<file path="src/pkg/dsiae_defs.svh">
/*
 * Constants of the DSI3 address-assignment and periodic-mode entry decoder:
 * frame codes, the node address register's location, reset values and CRC setup.
 * Assumes it is included by its bare name wherever these values are needed.
 */
`ifndef DSIAE_DEFS_SVH
`define DSIAE_DEFS_SVH

// ----------------------------------------------------------------------------
// Frame field codes
// ----------------------------------------------------------------------------
`define DSIAE_GLOBAL_ADDR      4'h0
`define DSIAE_CMD_REG_WRITE    4'h8
`define DSIAE_CMD_ENTER_PERIODIC_COLLECTION_MODE   4'hB
`define DSIAE_PERIODIC_COLLECTION_MODE_CMD_DATA    16'h0000

// ----------------------------------------------------------------------------
// Register locations and reset values
// ----------------------------------------------------------------------------
`define DSIAE_NODE_ADDR_REG    8'h11
`define DSIAE_NODE_ADDR_RST    4'h0
`define DSIAE_NODE_REG_HI_RST  4'h0

// ----------------------------------------------------------------------------
// Frame CRC: x^8 + x^4 + x^3 + x^2 + 1, seeded with all ones, MSB first
// ----------------------------------------------------------------------------
`define DSIAE_CRC_POLY         8'h1D
`define DSIAE_CRC_SEED         8'hFF
`define DSIAE_PAYLOAD_BITS     24

`endif

</file>
<file path="src/pkg/dsiae_pkg.sv">
/*
 * Types shared by the DSI3 address-assignment and periodic-mode entry decoder.
 * Assumes dsiae_defs.svh is available on the include path.
 */
`default_nettype none

package dsiae_pkg;

	// ------------------------------------------------------------------------
	// Frame carrier: node field, command, data, CRC, sent MSB first
	// ------------------------------------------------------------------------
	typedef struct packed {
		logic [3:0]  frame_node_field;
		logic [3:0]  cmd;
		logic [15:0] data;
		logic [7:0]  crc;
	} dsiae_frame_t;

	// ------------------------------------------------------------------------
	// Communication mode flags
	// ------------------------------------------------------------------------
	typedef struct packed {
		logic crm_active;
		logic periodic_collection_mode;
		logic background_diag_mode;
	} dsiae_modes_t;

	typedef enum logic {
		DSIAE_ST_CMD_RESP = 1'b0,
		DSIAE_ST_PERIODIC = 1'b1
	} dsiae_state_t;

endpackage : dsiae_pkg
`default_nettype wire

</file>
<file path="src/logic/dsiae_cmd.sv">
/*
 * DSI3 command-and-response decoder for the global node address write and the
 * enter-periodic-mode command, holding the node address and init-done lock.
 * Assumes frames arrive already deserialised, one per rx_valid_i pulse, and that
 * the serialiser sends tx_frame_o when tx_valid_o pulses.
 */
// What this block does
// - Global address write: node 0000, command 1000, node address register, low nibble data.
// - Executed global write loads the low four data bits into the node address.
// - Global write runs and answers only while node address is 0000 and register matches.
// - Write response carries the new node address and echoes command 1000.
// - Write response data: node register low byte, next register high byte.
// - Periodic entry command is code 1011 with sixteen zero data bits plus CRC.
// - Periodic entry to own node address sets lock, enters periodic mode, answers.
// - Periodic entry to global 0000 sets lock and enters mode for any node address.
// - No response is sent for a global periodic entry command.
// - Periodic entry to any other address is ignored: no change, no response.
// - Before entry only command mode; after, periodic mode, diagnostics if enabled.
// - Once locked, protected registers lock and register array verification starts.
// - The init-done lock is sticky; only device reset clears it.
// - Periodic entry response echoes 1011, trim bits in data 11:8, rest zero.
// - Periodic entry response address field holds the current node address.
`timescale 1ns/1ps
`default_nettype none
`include "dsiae_defs.svh"

module dsiae_cmd
	import dsiae_pkg::*;
#(
	parameter logic [7:0] NODE_REG_ADDR = `DSIAE_NODE_ADDR_REG
) (
	input  wire logic         clk_sys_i,
	input  wire logic         rst_i,
	input  wire logic         rx_valid_i,
	input  wire dsiae_frame_t rx_frame_i,
	input  wire logic         diag_mode_enable_i,
	input  wire logic [3:0]   timing_trim_copy_i,
	input  wire logic [7:0]   next_reg_data_i,
	output logic      [3:0]   node_address_o,
	output logic      [7:0]   node_address_register_o,
	output logic              init_done_lock_o,
	output dsiae_modes_t      modes_o,
	output logic              reg_protect_o,
	output logic              array_verify_en_o,
	output logic              crc_error_o,
	output logic              tx_valid_o,
	output dsiae_frame_t      tx_frame_o
);

	// ------------------------------------------------------------------------
	// Frame checking
	// ------------------------------------------------------------------------
	logic [7:0]   rx_crc_calc;
	logic [7:0]   tx_crc_calc;
	logic         crc_ok;
	logic         frame_ok;
	dsiae_frame_t tx_body;

	dsiae_crc8 #(
		.WIDTH (`DSIAE_PAYLOAD_BITS),
		.POLY  (`DSIAE_CRC_POLY),
		.SEED  (`DSIAE_CRC_SEED)
	) u_rx_crc (
		.payload_i (rx_frame_i[31:8]),
		.crc_o     (rx_crc_calc)
	);

	dsiae_crc8 #(
		.WIDTH (`DSIAE_PAYLOAD_BITS),
		.POLY  (`DSIAE_CRC_POLY),
		.SEED  (`DSIAE_CRC_SEED)
	) u_tx_crc (
		.payload_i (tx_body[31:8]),
		.crc_o     (tx_crc_calc)
	);

	assign crc_ok   = (rx_crc_calc == rx_frame_i.crc);
	assign frame_ok = rx_valid_i && crc_ok;

	// ------------------------------------------------------------------------
	// Command decode
	// ------------------------------------------------------------------------
	// Both commands belong to command-and-response mode, so once periodic
	// mode is on they are left to the periodic decoder and ignored here.
	dsiae_state_t state_reg;
	dsiae_state_t state_next;
	logic [3:0]   node_reg;
	logic [3:0]   node_next;
	logic         in_cmd_mode;
	logic         is_global;
	logic         wr_cmd;
	logic         wr_exec;
	logic         periodic_collection_mode_cmd;
	logic         periodic_collection_mode_global;
	logic         periodic_collection_mode_own;

	assign in_cmd_mode = (state_reg == DSIAE_ST_CMD_RESP);
	assign is_global   = (rx_frame_i.frame_node_field == `DSIAE_GLOBAL_ADDR);

	assign wr_cmd  = frame_ok && in_cmd_mode && is_global
		&& (rx_frame_i.cmd == `DSIAE_CMD_REG_WRITE)
		&& (rx_frame_i.data[15:8] == NODE_REG_ADDR);
	assign wr_exec = wr_cmd && (node_reg == `DSIAE_GLOBAL_ADDR);

	assign periodic_collection_mode_cmd    = frame_ok && in_cmd_mode
		&& (rx_frame_i.cmd == `DSIAE_CMD_ENTER_PERIODIC_COLLECTION_MODE)
		&& (rx_frame_i.data == `DSIAE_PERIODIC_COLLECTION_MODE_CMD_DATA);
	assign periodic_collection_mode_global = periodic_collection_mode_cmd && is_global;
	assign periodic_collection_mode_own    = periodic_collection_mode_cmd && !is_global
		&& (rx_frame_i.frame_node_field == node_reg);

	// ------------------------------------------------------------------------
	// Node address and init-done lock
	// ------------------------------------------------------------------------
	always_comb begin
		node_next  = node_reg;
		state_next = state_reg;
		if (wr_exec) begin
			node_next = rx_frame_i.data[3:0];
		end
		unique case (state_reg)
			DSIAE_ST_CMD_RESP: begin
				if (periodic_collection_mode_global || periodic_collection_mode_own) begin
					state_next = DSIAE_ST_PERIODIC;
				end
			end
			DSIAE_ST_PERIODIC: begin
				state_next = DSIAE_ST_PERIODIC;
			end
		endcase
	end

	always_ff @(posedge clk_sys_i or posedge rst_i) begin
		if (rst_i) begin
			node_reg  <= `DSIAE_NODE_ADDR_RST;
			state_reg <= DSIAE_ST_CMD_RESP;
		end else begin
			node_reg  <= node_next;
			state_reg <= state_next;
		end
	end

	// ------------------------------------------------------------------------
	// Mode outputs
	// ------------------------------------------------------------------------
	always_comb begin
		init_done_lock_o                 = (state_reg == DSIAE_ST_PERIODIC);
		modes_o.crm_active               = !init_done_lock_o;
		modes_o.periodic_collection_mode = init_done_lock_o;
		modes_o.background_diag_mode     = init_done_lock_o && diag_mode_enable_i;
		reg_protect_o                    = init_done_lock_o;
		array_verify_en_o                = init_done_lock_o;
		node_address_o                   = node_reg;
		node_address_register_o          = {`DSIAE_NODE_REG_HI_RST, node_reg};
	end

	// ------------------------------------------------------------------------
	// Response building
	// ------------------------------------------------------------------------
	logic         tx_valid_reg;
	logic         tx_valid_next;
	dsiae_frame_t tx_frame_reg;
	dsiae_frame_t tx_frame_next;
	logic         crc_err_reg;
	logic         crc_err_next;

	always_comb begin
		tx_body = '0;
		if (wr_exec) begin
			tx_body.frame_node_field = rx_frame_i.data[3:0];
			tx_body.cmd              = `DSIAE_CMD_REG_WRITE;
			tx_body.data             = {next_reg_data_i,
				`DSIAE_NODE_REG_HI_RST, rx_frame_i.data[3:0]};
		end else begin
			tx_body.frame_node_field = node_reg;
			tx_body.cmd              = `DSIAE_CMD_ENTER_PERIODIC_COLLECTION_MODE;
			tx_body.data             = {4'h0, timing_trim_copy_i, 8'h00};
		end
	end

	always_comb begin
		tx_valid_next  = wr_exec || periodic_collection_mode_own;
		tx_frame_next  = tx_frame_reg;
		crc_err_next   = rx_valid_i && !crc_ok;
		if (tx_valid_next) begin
			tx_frame_next     = tx_body;
			tx_frame_next.crc = tx_crc_calc;
		end
	end

	// The frame holds after tx_valid_o so a slow serialiser may sample it late.
	always_ff @(posedge clk_sys_i or posedge rst_i) begin
		if (rst_i) begin
			tx_valid_reg <= 1'b0;
			tx_frame_reg <= '0;
			crc_err_reg  <= 1'b0;
		end else begin
			tx_valid_reg <= tx_valid_next;
			tx_frame_reg <= tx_frame_next;
			crc_err_reg  <= crc_err_next;
		end
	end

	assign tx_valid_o  = tx_valid_reg;
	assign tx_frame_o  = tx_frame_reg;
	assign crc_error_o = crc_err_reg;

	// A second divider on the registered frame catches a CRC that was paired
	// with the wrong body, for instance when the body changes after the CRC.
	logic [7:0] resp_crc_calc;

	dsiae_crc8 #(
		.WIDTH (`DSIAE_PAYLOAD_BITS),
		.POLY  (`DSIAE_CRC_POLY),
		.SEED  (`DSIAE_CRC_SEED)
	) u_resp_crc (
		.payload_i (tx_frame_o[31:8]),
		.crc_o     (resp_crc_calc)
	);

	logic rx_periodic_collection_mode_other;
	assign rx_periodic_collection_mode_other = frame_ok && (rx_frame_i.cmd == `DSIAE_CMD_ENTER_PERIODIC_COLLECTION_MODE)
		&& !is_global && (rx_frame_i.frame_node_field != node_reg);
endmodule : dsiae_cmd
`default_nettype wire

</file>
<file path="src/logic/dsiae_crc8.sv">
/*
 * Combinational CRC-8 over a frame payload, MSB first.
 * Assumes the caller registers the result where timing matters.
 */
`timescale 1ns/1ps
`default_nettype none
`include "dsiae_defs.svh"

module dsiae_crc8
	import dsiae_pkg::*;
#(
	parameter int         WIDTH = `DSIAE_PAYLOAD_BITS,
	parameter logic [7:0] POLY  = `DSIAE_CRC_POLY,
	parameter logic [7:0] SEED  = `DSIAE_CRC_SEED
) (
	input  wire logic [WIDTH-1:0] payload_i,
	output logic      [7:0]       crc_o
);

	// ------------------------------------------------------------------------
	// Bit-serial division unrolled into one combinational pass
	// ------------------------------------------------------------------------
	always_comb begin
		logic [7:0] acc;
		logic       fb;
		acc = SEED;
		fb  = 1'b0;
		for (int i = WIDTH - 1; i >= 0; i--) begin
			fb  = acc[7] ^ payload_i[i];
			acc = {acc[6:0], 1'b0};
			if (fb) begin
				acc = acc ^ POLY;
			end
		end
		crc_o = acc;
	end

endmodule : dsiae_crc8
`default_nettype wire

</file>
<file path="config.mk">
export PLATFORM = sky130hd
export DESIGN_NAME = dsiae_cmd
export DESIGN_NICKNAME = d
export VERILOG_FILES = /design/src/pkg/dsiae_pkg.sv /design/src/logic/dsiae_cmd.sv /design/src/logic/dsiae_crc8.sv
export VERILOG_INCLUDE_DIRS = /design/src /design/src/pkg
export SDC_FILE = /design/constraint.sdc
export NUM_CORES = 1
export LEC_CHECK = 0
export ABC_AREA = 1
export BUFFER_PORTS_ARGS = -buffer_cell sky130_fd_sc_hd__clkbuf_2
export CAP_MARGIN = 20
export CELL_PAD_IN_SITES_DETAIL_PLACEMENT = 1
export CELL_PAD_IN_SITES_GLOBAL_PLACEMENT = 1
export CORE_MARGIN = 2
export CORE_UTILIZATION = 39
export DETAILED_ROUTE_END_ITERATION = 8
export PLACE_DENSITY = 0.86
export SETUP_SLACK_MARGIN = 0.3
export SYNTH_ARGS = -nofsm -noshare
export SYNTH_HDL_FRONTEND = slang
export SYNTH_SLANG_ARGS = --single-unit
</file>
<file path="constraint.sdc">
create_clock -name clk_sys_i -period 4 [get_ports clk_sys_i]
set_input_delay 0.2 -clock clk_sys_i [delete_from_list [all_inputs] [get_ports clk_sys_i]]
set_output_delay 0.2 -clock clk_sys_i [all_outputs]
set_load 0.01 [all_outputs]
</file>
==> results.yml, run 1 <==
yosys:
  synth_largest_area_cell: "nand2_1"
  ys.flop_type: "dfrtp_1"
  ys_seq_area_frac: 0.156
  synthMostInstantiatedCell: "nand2_1"
  syn-cell-area_sq_mm: 0.00529
  synthTopCellsByCount: "nand2_1 (357), nand3_1 (131), inv_1 (92)"
  synth_edf_count: 0
  synthArstFlopShare: 1.00
  ys_ff_latch: 33
  synthDistinctLibCells: 40
  syn_inst: 910
  synthTopCellsByArea: "nand2_1 (25%), dfrtp_1 (16%), nand3_1 (12%)"
  netlist.area_leader.share: 0.254
  synth_area_per_cell_sq_um: 5.81
  yosys_warnings: 0
clock_tree:
  clock_sinks: 33
  root_buffer: "clkbuf_16"
  numCtsBuffers: 5
  cts_buffer_depth: 2
  h-tree-depth: 2
  holdBufCountCts: 0
sta:
  worstEpCategory: "sequential cell input"
  worst_endpoint: "tx_frame_o[6]$_DFFE_PP0P_/D"
grt:
  grt_max_degree: 34
  grt_usage: 0.884
  overflow: 556
place:
  pre_cts_ws_ns: -1.48
  gp_congestion: 0.924
  io_buffer_count: 90
  dpl_cell_area_sq_mm: 0.00684
  dp_hpwl_um: 17500
floorplan:
  rows: 42
  die_w_um: 120
  initial_core_util: 0.399
  io_pins: 100
  die_y_um: 120
outcome:
  lastStage: "5_1_grt"
  error: "[ERROR GRT-0232] Routing congestion too high. Check the congestion heatmap in the GUI."
  status: "aborted with a tool error"
layer usage:
layer | track usage | GRT overflow
met1 | 0.830 | 1
met2 | 1.11 | 404
met3 | 0.686 | 10
met4 | 0.998 | 141
met5 | 0.206 | 0
cells by family after synthesis:
logic type | Yosys count | synth area share
and+or+nand+nor | 681 | 0.650
other | 1 | 0.000710
xor gates and xnor gates | 21 | 0.0376
adders and majority gates | 1 | 0.00237
AOI/OAI and AO/OA | 21 | 0.0275
buffers and inverters | 152 | 0.125
DFF | 33 | 0.156
what timing repair did:
action                     4_1_cts
gates resized for setup        260
pin swaps                      126
setup buffers                   38
setup endpoints to repair       26
cloned                           1
per-stage QoR:
stage	util	instances
2_1_floorplan	-	918
3_3_place_gp	0.517	1275
3_5_place_dp	0.517	1275
4_1_cts	0.633	1322
==> inputs of run 2 (changes only) <==
CELL_PAD_IN_SITES_DETAIL_PLACEMENT = not set   (was 1)
CELL_PAD_IN_SITES_GLOBAL_PLACEMENT = not set   (was 1)
CORE_UTILIZATION = 40   (was 39)
PLACE_DENSITY = not set   (was 0.86)
PLACE_DENSITY_LB_ADDON = 0.15   (was not set)
SETUP_SLACK_MARGIN = not set   (was 0.3)
==> run 2 against run 1 <==
Effect of this change:
- the flow now finishes, with violations (negative hold slack, negative setup slack)
- synthesized area unchanged
- synthesized cell count unchanged
==> results.yml, run 2 <==
layout:
  final_cell_mix: "nand2_1 (280), buf_4 (133), nand2_2 (109)"
  antennaDiodeCount: 0
  largest_reg_flops: 26
  layout_commonest_cell: "nand2_1"
  regArea_sq_um: 826
  drive_above_1_share: 0.480
  area_growth_pct: 52.2
  multi_input_area_sq_mm: 0.00468
  num-fill-cells: 1192
  final_cells: 1311
  nets: 1187
sta:
  fin_worst_skew_ns: 0.00492
  holdWs_ns: -0.0126
  rsz0062_at_grt: "yes"
  fin_ws_ns: -0.796
  maxSlewViolCount: 0
  worst_pin_slew_ns: 0.561
  fmax_mhz: 209
  post-route-period-util: 1.20
  setup_viol: 10
  max_slew_margin: 0.625
  hold_viol: 27
  fin_crit_ns: 4.80
place:
  dp.cells: 1269
  gp_congestion: 0.879
  dp_hpwl_um: 12800
  io_buffer_count: 90
outcome:
  status: "complete, but fails checks"
  violations: "negative hold slack, negative setup slack"
floorplan:
  die_y_um: 119
  io_pins: 100
  rows: 41
  core_area_sq_mm: 0.0128
  die_w_um: 119
  initial_core_util: 0.414
  dieArea_sq_mm: 0.0141
yosys:
  synth_edf_count: 0
  netlist.area_leader.share: 0.254
  syn_inst: 910
  ys_seq_area_frac: 0.156
  synth_area_per_cell_sq_um: 5.81
  synthArstFlopShare: 1.00
  synthMostInstantiatedCell: "nand2_1"
  synthTopCellsByArea: "nand2_1 (25%), dfrtp_1 (16%), nand3_1 (12%)"
  ys.flop_type: "dfrtp_1"
  yosys_warnings: 0
  synth_largest_area_cell: "nand2_1"
  ys_ff_latch: 33
  synthDistinctLibCells: 40
  synthTopCellsByCount: "nand2_1 (357), nand3_1 (131), inv_1 (92)"
  syn-cell-area_sq_mm: 0.00529
clock_tree:
  tritoncts: "yes"
  root_buffer: "clkbuf_16"
  h-tree-depth: 2
  numCtsBuffers: 5
  clock_latency_ns: 0.29
  holdBufCountCts: 0
  clkSlewWorstSetupHoldPaths_ns: 0.05
  clock_sinks: 33
  cts_buffer_depth: 2
power:
  p_comb_frac: 0.765
  clock_power_share: 0.134
  seqPwrFrac: 0.101
  power_density_mw_per_mm2: 412
  max-vdd-ir-drop_v: 0.000242
  p_switching_w: 0.00166
  internal_power_w: 0.00166
  power_w: 0.00332
  p_leak_nw: 4.55
  swShare: 0.499
worst_setup_path:
  crit_slowest_cell: "ha_4"
  cpPeakStageDelay_ns: 0.33
  cp-start-kind: "primary input"
  critPathMaxFanout: 7
  crit_required_ns: 4.18
  crit_type: "primary input to register"
  r2r_slack_ns: 0.55
  crit_arrival_ns: 4.98
  cp-end-kind: "register"
grt:
  antenna_found_initial: 0
  grt_max_degree: 34
  grt_pass1_vias: 5719
  overflow: 0
  grt_usage: 0.228
  grt_pass1_wl_um: 26600
drt:
  met1Wirelength_um: 8120
  viasPerCell: 4.78
  ant_nets: 0
  dr.first_iter.drc_count: 310
  drc_errors: 0
  dr_wl_met3_um: 585
  vias: 6267
  wl_met2_um: 7500
  drt-total-wl_um: 16400
  dr.pass1.iters: 6
  top_layer_used: "met4"
  avgRoutedWirePerCell_um: 12.5
flow_run:
  cap_violations: 0
worst_hold_path:
  hold_class: "primary input to async pin"
[run 2: cell counts after synthesis]
No cell type changed its count.
[run 2: path summary, 6_finish.rpt]
check                                               from                       endpoint  cells after the start
max                                       rx_frame_i[30]      tx_frame_o[2]$_DFFE_PP0P_                     47
max reg2reg                node_address_o[0]$_DFFE_PP0N_      tx_frame_o[2]$_DFFE_PP0P_                     24
min reg2reg                   tx_frame_o[27]$_DFFE_PP0P_     tx_frame_o[27]$_DFFE_PP0P_                      1
min in group clk_sys_i                        rx_valid_i          crc_error_o$_DFF_PP0_                      3
max in group asynchronous                          rst_i  node_address_o[1]$_DFFE_PP0N_                      3
min                                                rst_i      tx_frame_o[4]$_DFFE_PP0P_                      3
[run 2: timing repair]
action | 4_1_cts | 5_1_grt
resized for setup | 81 | 107
endpoints found under the setup margin | 9 | 24
pin swaps | 52 | 72
cloned | 1 | 0
buffers inserted | 23 | 10
[run 2: kinds of logic after synthesis]
| group | count (synthesis) | share of synthesized area |
|---|---|---|
| XOR/XNOR | 21 | 0.0376 |
| flip-flops | 33 | 0.156 |
| adder cells (fa/ha/maj) | 1 | 0.00237 |
| buffers and inverters | 152 | 0.125 |
| other | 1 | 0.000710 |
| AO/OA/AOI/OAI | 21 | 0.0275 |
| AND/OR/NAND/NOR | 681 | 0.650 |
[run 2: per-stage QoR]
stage	area [sq um]	util	TNS, ns	hold slack, ns	setup slack [ns]
global route	8050	0.630	-10.19	0.0451	-1.16
detailed placement	6800	0.532	-10.39	0.308	-1.20
CTS	7500	0.587	-5.37	0.00560	-0.676
global placement	6800	0.532	-9.44	0.301	-1.13
floorplan	5440	-	-1.63	0.304	-0.266
finish	8050	0.630	-6.44	-0.0126	-0.796
[run 2: final cells by class]
cell class                      instances  area share
Sequential cell                        33       0.103
Timing Repair Buffer                  237       0.204
Clock buffer                            5      0.0155
Tap cell                              172      0.0267
Multi-Input combinational cell        734       0.582
Clock inverter                          3     0.00575
Inverter                              127      0.0631
[run 2: worst max-delay path: cells and delay by family]
family	cells	cell delay [ns]
AND/OR/NAND/NOR	34	3.16
AO/OA/AOI/OAI	1	0.13
adder cells (fa/ha/maj)	1	0.33
XOR/XNOR	2	0.26
buffers and inverters	9	0.85
[run 2: per-layer routing]
metal | track usage | up-vias
met1 | 0.320 | 2797
met4 | 0.0365 | 0
met2 | 0.380 | 136
met5 | 0 | -
met3 | 0.0268 | 21
li1 | - | 3313
[run 2: power by group through the flow]
| stage | clock network (W) | registers (W) | logic [W] |
|---|---|---|---|
| final | 0.000445 | 0.000335 | 0.00254 |
| after detailed placement | 0 | 0.000341 | 0.00218 |
| after global placement | 0 | 0.000341 | 0.00217 |
| after floorplan | 0 | 0.000342 | 0.00157 |
| after global routing | 0.000472 | 0.000335 | 0.00280 |
| after CTS | 0.000452 | 0.000335 | 0.00235 |
Power figures use the tool's default switching activity.
